[src/common/mi_map.svh]
/*
 constants of the microstep indexer: tri-level codes, table steps,
 home entry and the register map.
 assumes the pin comparators give each tri-level pin as a 2-bit code.
*/
//------------------------------------------------------------
// Summary of operation
// - each valid step edge moves to the next entry valid for the format, direction from travel_sense
// - 1/8, 1/16, 1/32 may advance on both edges when dual-edge selected
// - output_disable_n high stops only the bridge; position keeps tracking
// - hi low: lo low/Z/high gives full, half, quarter; rising only
// - hi Z: lo low 1/8 rising only, lo Z 1/8 both edges
// - hi Z lo high 1/16 rising; hi high lo low 1/16 both edges
// - hi high lo Z 1/32 rising; both high 1/32 both edges
// - each step_cfg pin reads low, high or undriven
// - format may change while moving; next edge goes to next valid entry
// - home is the 45 degree entry, both windings at 71 percent
// - position returns home after power-up, undervoltage exit and sleep exit
// - travel_sense high steps forward in angle, low steps in reverse
// - positive target drives pos terminal above neg terminal
// - signed A/B percent table in 1/32 steps, A 100 B 0 at zero
// - coarser formats use every 2nd, 4th, 8th, 16th entry; full uses 45 family
//------------------------------------------------------------
`ifndef MI_MAP_SVH
`define MI_MAP_SVH
// tri-level pin codes
`define MI_TRI_LOW 2'h0
`define MI_TRI_Z 2'h1
`define MI_TRI_HIGH 2'h2
// index steps per format, full-step offset, home entry and magnitude, quarter span
`define MI_STEP_FULL 7'h20
`define MI_STEP_HALF 7'h10
`define MI_STEP_QTR 7'h08
`define MI_STEP_8TH 7'h04
`define MI_STEP_16TH 7'h02
`define MI_STEP_32ND 7'h01
`define MI_FULL_OFS 7'h10
`define MI_HOME_IDX 7'h10
`define MI_HOME_MAG 7'h47
`define MI_QUARTER 6'h20
// register map
`define MI_ADDR_CTRL 4'h0
`define MI_ADDR_STATUS 4'h4
`define MI_CTRL_SLEEP 0
`define MI_ST_IDX_LSB 0
`define MI_ST_FMT_LSB 8
`define MI_ST_DUAL 11
`define MI_ST_A_LSB 16
`define MI_ST_B_LSB 24
`endif

[src/common/mi_pkg.sv]
/*
 types of the microstep indexer.
 assumes mi_map.svh for the numeric constants.
*/
`default_nettype none
package mi_pkg;
   // step formats
   typedef enum logic [2:0] {
      FMT_FULL, FMT_HALF, FMT_QTR, FMT_8TH, FMT_16TH, FMT_32ND
   } mi_fmt_type;
   // one signed winding target
   typedef struct packed {
      logic neg;
      logic [6:0] mag;
   } mi_wind_type;
   // whole module state
   typedef struct packed {
      logic step_s1;
      logic step_s2;
      logic step_prev;
      logic dir_s1;
      logic dir_s2;
      logic dis_s1;
      logic dis_s2;
      logic uvlo_s1;
      logic uvlo_s2;
      logic [1:0] lo_s1;
      logic [1:0] lo_s2;
      logic [1:0] hi_s1;
      logic [1:0] hi_s2;
      logic [6:0] idx;
      mi_wind_type wind_a;
      mi_wind_type wind_b;
      logic bridge_en;
      logic sleep;
      logic wr_pend;
      logic [3:0] wr_addr;
      logic [31:0] rdata;
   } mi_state_type;
endpackage
`default_nettype wire

[src/hw/mi_indexer.sv]
/*
 microstep indexer: step/direction pins to signed winding targets,
 with an ahb-lite slave for sleep control and position status.
 assumes the tri-level comparators, the analog undervoltage flag and
 the bridge stage sit outside; all pin inputs are asynchronous.
*/
`timescale 1ns/1ps
`default_nettype none
`include "mi_map.svh"

module mi_indexer (
   // clock and reset
   input wire logic i_ref_clk,
   input wire logic i_nrst,
   // step/direction pins
   input wire logic i_step,
   input wire logic i_travel_sense,
   input wire logic [1:0] i_step_cfg_lo,
   input wire logic [1:0] i_step_cfg_hi,
   input wire logic i_output_disable_n,
   // analog undervoltage flag
   input wire logic i_uvlo,
   // ahb-lite slave
   input wire logic i_hsel,
   input wire logic [31:0] i_haddr,
   input wire logic [1:0] i_htrans,
   input wire logic i_hwrite,
   input wire logic [2:0] i_hsize,
   input wire logic [31:0] i_hwdata,
   input wire logic i_hready,
   output logic [31:0] o_hrdata,
   output logic o_hreadyout,
   output logic o_hresp,
   // winding targets and bridge enable
   output mi_pkg::mi_wind_type o_wind_a,
   output mi_pkg::mi_wind_type o_wind_b,
   output logic o_bridge_en,
   output logic [6:0] o_pos_idx
);

   //------------------------------------------------------------
   // quarter-wave table
   //------------------------------------------------------------

   // percent of full scale at k/32 of a quarter turn
   function automatic logic [6:0] mi_sin(input logic [5:0] k);
      logic [6:0] v;
      v = 7'h00;
      case (k)
         6'h00: v = 7'h00;
         6'h01: v = 7'h05;
         6'h02: v = 7'h0A;
         6'h03: v = 7'h0F;
         6'h04: v = 7'h14;
         6'h05: v = 7'h18;
         6'h06: v = 7'h1D;
         6'h07: v = 7'h22;
         6'h08: v = 7'h26;
         6'h09: v = 7'h2B;
         6'h0A: v = 7'h2F;
         6'h0B: v = 7'h33;
         6'h0C: v = 7'h38;
         6'h0D: v = 7'h3C;
         6'h0E: v = 7'h3F;
         6'h0F: v = 7'h43;
         6'h10: v = 7'h47;
         6'h11: v = 7'h4A;
         6'h12: v = 7'h4D;
         6'h13: v = 7'h50;
         6'h14: v = 7'h53;
         6'h15: v = 7'h56;
         6'h16: v = 7'h58;
         6'h17: v = 7'h5A;
         6'h18: v = 7'h5C;
         6'h19: v = 7'h5E;
         6'h1A: v = 7'h60;
         6'h1B: v = 7'h61;
         6'h1C: v = 7'h62;
         6'h1D: v = 7'h63;
         default: v = 7'h64;
      endcase
      return v;
   endfunction

   //------------------------------------------------------------
   // format helpers
   //------------------------------------------------------------

   // index distance between valid entries of a format
   function automatic logic [6:0] mi_fmt_step(input mi_pkg::mi_fmt_type f);
      logic [6:0] s;
      s = `MI_STEP_32ND;
      case (f)
         mi_pkg::FMT_FULL: s = `MI_STEP_FULL;
         mi_pkg::FMT_HALF: s = `MI_STEP_HALF;
         mi_pkg::FMT_QTR: s = `MI_STEP_QTR;
         mi_pkg::FMT_8TH: s = `MI_STEP_8TH;
         mi_pkg::FMT_16TH: s = `MI_STEP_16TH;
         default: s = `MI_STEP_32ND;
      endcase
      return s;
   endfunction

   //------------------------------------------------------------
   // state and decode signals
   //------------------------------------------------------------

   mi_pkg::mi_state_type st_reg;
   mi_pkg::mi_state_type st_next;
   mi_pkg::mi_fmt_type fmt;
   logic dual;
   logic rise;
   logic fall;
   logic adv;
   logic [6:0] stp;
   logic [6:0] ofs;
   logic [6:0] base;
   logic [6:0] algn;
   logic [6:0] nidx;
   logic [4:0] rem;
   logic [6:0] s_r;
   logic [6:0] s_c;
   logic addr_ph;
   logic [6:0] idx_new;

   //------------------------------------------------------------
   // step format decode
   //------------------------------------------------------------

   // tri-level pair to format and edge mode
   always_comb begin
      fmt = mi_pkg::FMT_FULL;
      dual = 1'b0;
      case (st_reg.hi_s2)
         `MI_TRI_Z: begin
            case (st_reg.lo_s2)
               `MI_TRI_Z: begin
                  fmt = mi_pkg::FMT_8TH;
                  dual = 1'b1;
               end
               `MI_TRI_HIGH: begin
                  fmt = mi_pkg::FMT_16TH;
               end
               default: begin
                  fmt = mi_pkg::FMT_8TH;
               end
            endcase
         end
         `MI_TRI_HIGH: begin
            case (st_reg.lo_s2)
               `MI_TRI_Z: begin
                  fmt = mi_pkg::FMT_32ND;
               end
               `MI_TRI_HIGH: begin
                  fmt = mi_pkg::FMT_32ND;
                  dual = 1'b1;
               end
               default: begin
                  fmt = mi_pkg::FMT_16TH;
                  dual = 1'b1;
               end
            endcase
         end
         default: begin
            case (st_reg.lo_s2)
               `MI_TRI_Z: fmt = mi_pkg::FMT_HALF;
               `MI_TRI_HIGH: fmt = mi_pkg::FMT_QTR;
               default: fmt = mi_pkg::FMT_FULL;
            endcase
         end
      endcase
   end

   //------------------------------------------------------------
   // step edge and next position
   //------------------------------------------------------------

   // edges from successive synchronised samples
   assign rise = st_reg.step_s2 & ~st_reg.step_prev;
   assign fall = ~st_reg.step_s2 & st_reg.step_prev;
   assign adv = rise | (fall & dual);

   // full step sits on the odd 45 degree family
   assign stp = mi_fmt_step(fmt);
   assign ofs = (fmt == mi_pkg::FMT_FULL) ? `MI_FULL_OFS : 7'h00;
   assign base = st_reg.idx - ofs;
   assign algn = base & ~(stp - 7'h01);

   // move to the next entry valid for the present format
   always_comb begin
      if (st_reg.dir_s2) begin
         nidx = algn + stp + ofs;
      end else if (base == algn) begin
         nidx = algn - stp + ofs;
      end else begin
         nidx = algn + ofs;
      end
   end

   // position after this cycle: held home in sleep or lockout; kept apart from
   // the state copy so the table lookup does not loop back into it
   always_comb begin
      if (st_reg.uvlo_s2 | st_reg.sleep) begin
         idx_new = `MI_HOME_IDX;
      end else if (adv) begin
         idx_new = nidx;
      end else begin
         idx_new = st_reg.idx;
      end
   end

   //------------------------------------------------------------
   // quadrant lookup of the winding targets
   //------------------------------------------------------------

   assign rem = idx_new[4:0];
   assign s_r = mi_sin({1'b0, rem});
   assign s_c = mi_sin(`MI_QUARTER - {1'b0, rem});

   //------------------------------------------------------------
   // bus address phase
   //------------------------------------------------------------

   assign addr_ph = i_hsel & i_hready & i_htrans[1];

   //------------------------------------------------------------
   // next state
   //------------------------------------------------------------

   always_comb begin
      st_next = st_reg;
      // two-stage synchronisers
      st_next.step_s1 = i_step;
      st_next.step_s2 = st_reg.step_s1;
      st_next.step_prev = st_reg.step_s2;
      st_next.dir_s1 = i_travel_sense;
      st_next.dir_s2 = st_reg.dir_s1;
      st_next.dis_s1 = i_output_disable_n;
      st_next.dis_s2 = st_reg.dis_s1;
      st_next.uvlo_s1 = i_uvlo;
      st_next.uvlo_s2 = st_reg.uvlo_s1;
      st_next.lo_s1 = i_step_cfg_lo;
      st_next.lo_s2 = st_reg.lo_s1;
      st_next.hi_s1 = i_step_cfg_hi;
      st_next.hi_s2 = st_reg.hi_s1;
      // position as worked out above
      st_next.idx = idx_new;
      // sign and magnitude by quadrant
      case (idx_new[6:5])
         2'h0: begin
            st_next.wind_a = '{neg: 1'b0, mag: s_c};
            st_next.wind_b = '{neg: 1'b0, mag: s_r};
         end
         2'h1: begin
            st_next.wind_a = '{neg: 1'b1, mag: s_r};
            st_next.wind_b = '{neg: 1'b0, mag: s_c};
         end
         2'h2: begin
            st_next.wind_a = '{neg: 1'b1, mag: s_c};
            st_next.wind_b = '{neg: 1'b1, mag: s_r};
         end
         default: begin
            st_next.wind_a = '{neg: 1'b0, mag: s_r};
            st_next.wind_b = '{neg: 1'b1, mag: s_c};
         end
      endcase
      // disable stops the bridge only; sleep and lockout also hold the indexer home
      st_next.bridge_en = ~st_reg.dis_s2 & ~st_reg.sleep & ~st_reg.uvlo_s2;
      // bus data phase write
      st_next.wr_pend = 1'b0;
      if (st_reg.wr_pend && (st_reg.wr_addr == `MI_ADDR_CTRL)) begin
         st_next.sleep = i_hwdata[`MI_CTRL_SLEEP];
      end
      // bus address phase
      if (addr_ph) begin
         st_next.wr_pend = i_hwrite;
         st_next.wr_addr = i_haddr[3:0];
         st_next.rdata = 32'h0000_0000;
         if (!i_hwrite && (i_haddr[31:4] == 28'h000_0000)) begin
            case (i_haddr[3:0])
               `MI_ADDR_CTRL: begin
                  st_next.rdata[`MI_CTRL_SLEEP] = st_reg.sleep;
               end
               `MI_ADDR_STATUS: begin
                  st_next.rdata[`MI_ST_IDX_LSB +: 7] = st_reg.idx;
                  st_next.rdata[`MI_ST_FMT_LSB +: 3] = fmt;
                  st_next.rdata[`MI_ST_DUAL] = dual;
                  st_next.rdata[`MI_ST_A_LSB +: 8] = st_reg.wind_a;
                  st_next.rdata[`MI_ST_B_LSB +: 8] = st_reg.wind_b;
               end
               default: begin
                  st_next.rdata = 32'h0000_0000;
               end
            endcase
         end
         if (i_haddr[31:4] != 28'h000_0000) begin
            st_next.wr_pend = 1'b0;
         end
      end
   end

   //------------------------------------------------------------
   // state register
   //------------------------------------------------------------

   // power-up lands on the home entry
   always_ff @(posedge i_ref_clk or negedge i_nrst) begin
      if (!i_nrst) begin
         st_reg <= '0;
         st_reg.idx <= `MI_HOME_IDX;
         st_reg.wind_a.mag <= `MI_HOME_MAG;
         st_reg.wind_b.mag <= `MI_HOME_MAG;
      end else begin
         st_reg <= st_next;
      end
   end

   //------------------------------------------------------------
   // outputs
   //------------------------------------------------------------

   assign o_hrdata = st_reg.rdata;
   assign o_hreadyout = 1'b1; // never waits
   assign o_hresp = 1'b0; // always okay
   assign o_wind_a = st_reg.wind_a;
   assign o_wind_b = st_reg.wind_b;
   assign o_bridge_en = st_reg.bridge_en;
   assign o_pos_idx = st_reg.idx;

endmodule // mi_indexer
`default_nettype wire

[config.mk]
export PLATFORM = sky130hd
export DESIGN_NAME = mi_indexer
export DESIGN_NICKNAME = d
export VERILOG_FILES = /design/src/common/mi_pkg.sv /design/src/hw/mi_indexer.sv
export VERILOG_INCLUDE_DIRS = /design/src /design/src/common
export SDC_FILE = /design/constraint.sdc
export NUM_CORES = 1
export LEC_CHECK = 0
export ABC_AREA = 1
export BUFFER_PORTS_ARGS = -buffer_cell sky130_fd_sc_hd__buf_2
export CELL_PAD_IN_SITES_DETAIL_PLACEMENT = 1
export CELL_PAD_IN_SITES_GLOBAL_PLACEMENT = 1
export CORE_MARGIN = 2
export CORE_UTILIZATION = 36
export CTS_BUF_LIST = sky130_fd_sc_hd__clkbuf_4 sky130_fd_sc_hd__clkbuf_8
export DETAILED_ROUTE_END_ITERATION = 10
export PLACE_DENSITY_LB_ADDON = 0.1
export SLEW_MARGIN = 5
export SYNTH_ARGS = -nofsm -noshare
export SYNTH_HDL_FRONTEND = slang
export SYNTH_SLANG_ARGS = --single-unit
[constraint.sdc]
create_clock -name i_ref_clk -period 4.85 [get_ports i_ref_clk]
set_input_delay 0.2425 -clock i_ref_clk [delete_from_list [all_inputs] [get_ports i_ref_clk]]
set_output_delay 0.2425 -clock i_ref_clk [all_outputs]
set_load 0.05 [all_outputs]
* Word level (Yosys, flattened, before mapping)
Memories as Yosys holds them, arrays and structs flattened. Cells that the tools add are included.
Cells by class: add/subtract/negate cells 8, equal/unequal tests 12, mux-type cells 22, bitwise gates (word level) 16, reductions and logical operators 10
Operators with widths (number):
- $pmux 16 s3 | 1
- $mux 37 | 1
- $mux 7 | 5
- $mux 32 | 1
- $pmux 6 s5 | 1
- $logic_not 28->1 | 1
- $reduce_bool 28->1 | 1
- $add 7x5->7 | 3
- $mux 16 | 1
- $logic_not 4->1 | 2
- $add 7x7->7 | 1
- $and 1x1->1 | 7
- $and 7x7->7 | 1
- $eq 7x7->1 | 1
- $not 7->7 | 1
- $sub 7x1->7 const B | 1
- $sub 7x5->7 | 1
- $sub 7x7->7 | 1
- $eq 2x1->1 const B | 3
- $eq 2x2->1 const B | 3
- $eq 3x2->1 const B | 2
- $mux 6 | 1
- $pmux 3 s2 | 1
- $sub 6x5->6 const A | 1
- 16 further kinds | 26
Storage, ports and cells: bits in registers 79, ROM bits 448, bits of input ports 82, word-level logic and storage cells 93, memories 2
Memory list:
- (no name shown) | depth 32, width 7, rd ports 1, clocked after Yosys merged registers in 0, write ports 0, RTL line mi_indexer.sv:49 | case (k)
- (no name shown) | depth 32, width 7, rd ports 1, clocked after Yosys merged registers in 0, write ports 0, RTL line mi_indexer.sv:49

* Logic depth before layout (Yosys ltp)
An unclocked memory read counts as a cell.
word-level depth 19, mapped depth 34

* Least setup slack after synthesis
No wires, ideal clock.
kind flip-flop to flip-flop, start point register st_reg[62] (netlist name), end point register st_reg, in the netlist o_wind_b[3], setup time 0.117 ns, arrival 4.528 ns, required time 4.733 ns, setup slack 0.205 ns, stages on the path, launching flop included 29, path buffers 2, clock period less this slack 4.645 ns, path through dfrtp_1 > inv_1 > ha_1 > buf_6 > inv_2 > nand3_1 > nand2_1 > inv_2 > nor2_1 > ha_1 > inv_1 > nand2_1 > fa_1 > ha_1 > a21oi_1 > o21ai_0 > xnor2_1 > o21ai_0 > a21oi_1 > o21ai_0 > inv_1 > nor3_1 > inv_1 > ha_1 > o21ai_0 > inv_1 > buf_2 > nand2_1 > nand2_1
RTL lines:
- start, declared | RTL line mi_indexer.sv:108 | mi_pkg::mi_state_type st_reg;
- start signal, assigned | RTL line mi_indexer.sv:314 | st_reg <= st_next;

==> metrics <==
outcome complete, but fails checks; failing checks negative hold slack; buffer and inverter count on the worst path 7; simple-gate share of the synthesized area about 27%; register area share after synthesis between 30% and 40%; worst hold slack -0.00244 ns; Tcrit/Tclk final 93.6%; r2r startpoint st_reg[62]; Netlist cell types 46; max-cap check violation count 0; largest net degree at the start of global routing between 70 and 80; CP max stage delay between 0.6 and 0.7 ns; Achievable Freq approximately 0.22 GHz; Syn Area/Cell 7.76 um2; Port Buffer Count 97; Setup TNS Final 0 ns; layout cells sized above 1 26.0%; Post-CTS Setup Bufs 0; placed insts about 930; Slew HR 36.8%; Synth Area in Compound Gates approximately a tenth; CP Launch Point st_reg[62]; final non-filler cell area 6170 um2; Core ar. roughly 15000 um2; Clk Latency, worst-skew pair between 0.3 and 0.4 ns; Worst path slowest cell fa_2; CTS tree built; Worst Setup Path Type register to register; DR iter-0 viols 189; CTS sink cnt between 70 and 80; EDFF count, synth 0; Vias/cell about 5.0; Area growth, synth to finish 15.5%; Adder-Cell Fraction of Synth Area 11.3%; Fin Clk Skew 0.0135 ns; Mapped Area between 5000 and 6000 um2; Die Ht between 100 and 150 um; largest family of logic cells by synthesized area simple AND/OR/NAND/NOR gates; crit-path max FO 6; # IOs 140; pwr dens 312 nW/um2; CP delay by family, top adder cells; die area 15800 um2; #FFs+latches synth 74; vias in the first global route between 4000 and 5000; Worst-Margin Slew 0.948 ns; most frequent cells in the layout nand2_1, buf_2, inv_1, dfrtp_1, nand3_1; Crit path arrival time about 4.8 ns; Clock Tree Root clkbuf_8; Clock Path Buffers 2; # setup viols final 0; WP data required between 5 and 6 ns; Pleak roughly 3.3 nW; Final ANT Viol Nets 0; DRT Wirelength ~15 mm; clock slew seen by the registers of the worst setup and hold paths 0.09 ns; Startpoint Class register; htree depth 3; Worst VDD drop ~0.00012 V; Remaining DRCs 0; Rows 44; Nets about 900; RePlAce Congestion 0.870; Cells after Synth between 600 and 700; Antenna diodes 0; Top FF cell, synth dfrtp_1; placed cell areas roughly 5800 um2; DR vias 4780; Global Route Usage Sum 19.1%; yosys warns 0; Largest register FFs 27; Core Util, Final ~42%; initial antenna violation count 0; WL/cell ~16 um; final hold viol count 2; Initial Util 36.8%; first-pass GRT wire length ~24 mm; most common cell after layout, fill and taps aside nand2_1; die width around 130 um; Post-synth ARST share 100%; Final Critical Period roughly 4.5 ns; mux cell area share after synthesis less than 1%; GRT Residual Overflow 0; class of the worst hold path primary input to async pin; post-DP HPWL between 10 and 15 mm; CTS Buf Count 9; Crit. End Element register; Final Non-Filler Cells 957; TritonRoute pass-1 iters 4; post-synthesis xor/xnor area fraction roughly 1.3%; Slew Viols, Final 0
==> routing by layer <==
layer | up-vias | track usage [%] | part of all wire [%]
met3 | 16 | 2.85 | 4.2
met5 | - | 0 | 0
met2 | 111 | 31.0 | 45
met1 | 2301 | 26.7 | 49
met4 | 0 | 5.75 | 1.5
li1 | 2352 | - | -
==> final timing paths <==
kind	end	slack (ns)	cells past startpoint
max in group asynchronous	st_next[62]	4.21	1
worst min register to register	st_next[76]	0.35	0
worst min-delay path	o_hrdata[18]	-0.002	1
worst max-delay path	o_wind_a[1]	0.31	27
min in group i_ref_clk	st_reg[33]	0.11	3
worst max register to register	o_wind_a[1]	0.31	27
==> worst register-to-register path: stages (launching register included) <==
cell        delay, ns
dfrtp_1          0.42
inv_1            0.07
ha_2             0.30
inv_2            0.09
nand3_1          0.10
nand2_2          0.09
inv_2            0.05
nor2_2           0.11
ha_1             0.24
inv_1            0.07
nand2_1          0.10
fa_2             0.63
ha_4             0.22
a21o_1           0.18
a21oi_1          0.15
xor2_1           0.16
nand4_1          0.11
a22o_1           0.22
xnor2_1          0.12
nand2_1          0.07
nand3_2          0.08
inv_1            0.15
ha_1             0.19
inv_1            0.08
o21ai_4          0.10
clkinvlp_4       0.19
nand2_1          0.11
nand2_1          0.08
==> stage by stage <==
step                setup WS [ns]  total power [mW]
detailed placement         0.0363              1.40
global placement            0.131              1.38
finish                      0.310              1.93
CTS                        0.0352              1.92
floorplan                   0.205              1.23
global route             -0.00654              2.04
==> where the power goes <==
group,internal [mW],switching [mW]
combinational,0.235,0.478
clock,0.242,0.265
sequential,0.673,0.0325
==> what timing repair did <==
action                                  4_1_cts  5_1_grt
hold buffers                                  8        0
resized for setup                             1       26
cloned                                        0        1
endpoints found under the hold margin         8        0
endpoints found under the setup margin        3       15
pin swaps                                     0        2
==> cell usage after synthesis, types with 2 or more instances <==
master,count,area share [%]
a21oi_1,15,1.4
a21oi_4,2,0.61
buf_2,4,0.37
buf_4,57,8.0
buf_6,2,0.42
clkbuf_1,10,0.70
conb_1,2,0.14
dfrtp_1,65,30
dfstp_2,9,4.4
fa_1,4,1.5
ha_1,42,9.8
inv_1,75,5.3
inv_2,5,0.35
nand2_1,164,12
nand2_2,12,1.4
nand3_1,61,5.7
nand3_2,2,0.37
nand4_1,28,3.3
nor2_1,31,2.2
nor2_2,3,0.35
nor3_1,4,0.37
nor4_1,6,0.70
o211ai_1,3,0.42
o21a_1,2,0.28
o21ai_0,43,4.0
o21ai_1,4,0.37
o31ai_1,9,1.3
xnor2_1,3,0.49
xor2_1,5,0.82
==> cell families after synthesis <==
group,Yosys count
AND/OR/NAND/NOR,319
XOR/XNOR,8
multiplexers,1
buffers and inverters,154
flip-flops,74
other,2
AO/OA/AOI/OAI,85
adder cells (fa/ha/maj),46
==> area by class of cell <==
class | instances | area (um2)
Multi-Input combinational cell | 466 | 2780
Clock inverter | 7 | 75.1
Fill cell | 1812 | 8360
Sequential cell | 74 | 1860
Inverter | 81 | 304
Timing Repair Buffer | 135 | 793
Clock buffer | 9 | 124
Tap cell | 184 | 230
Timing Repair inverter | 1 | 7.51
(Power assumes the default switching activity.)
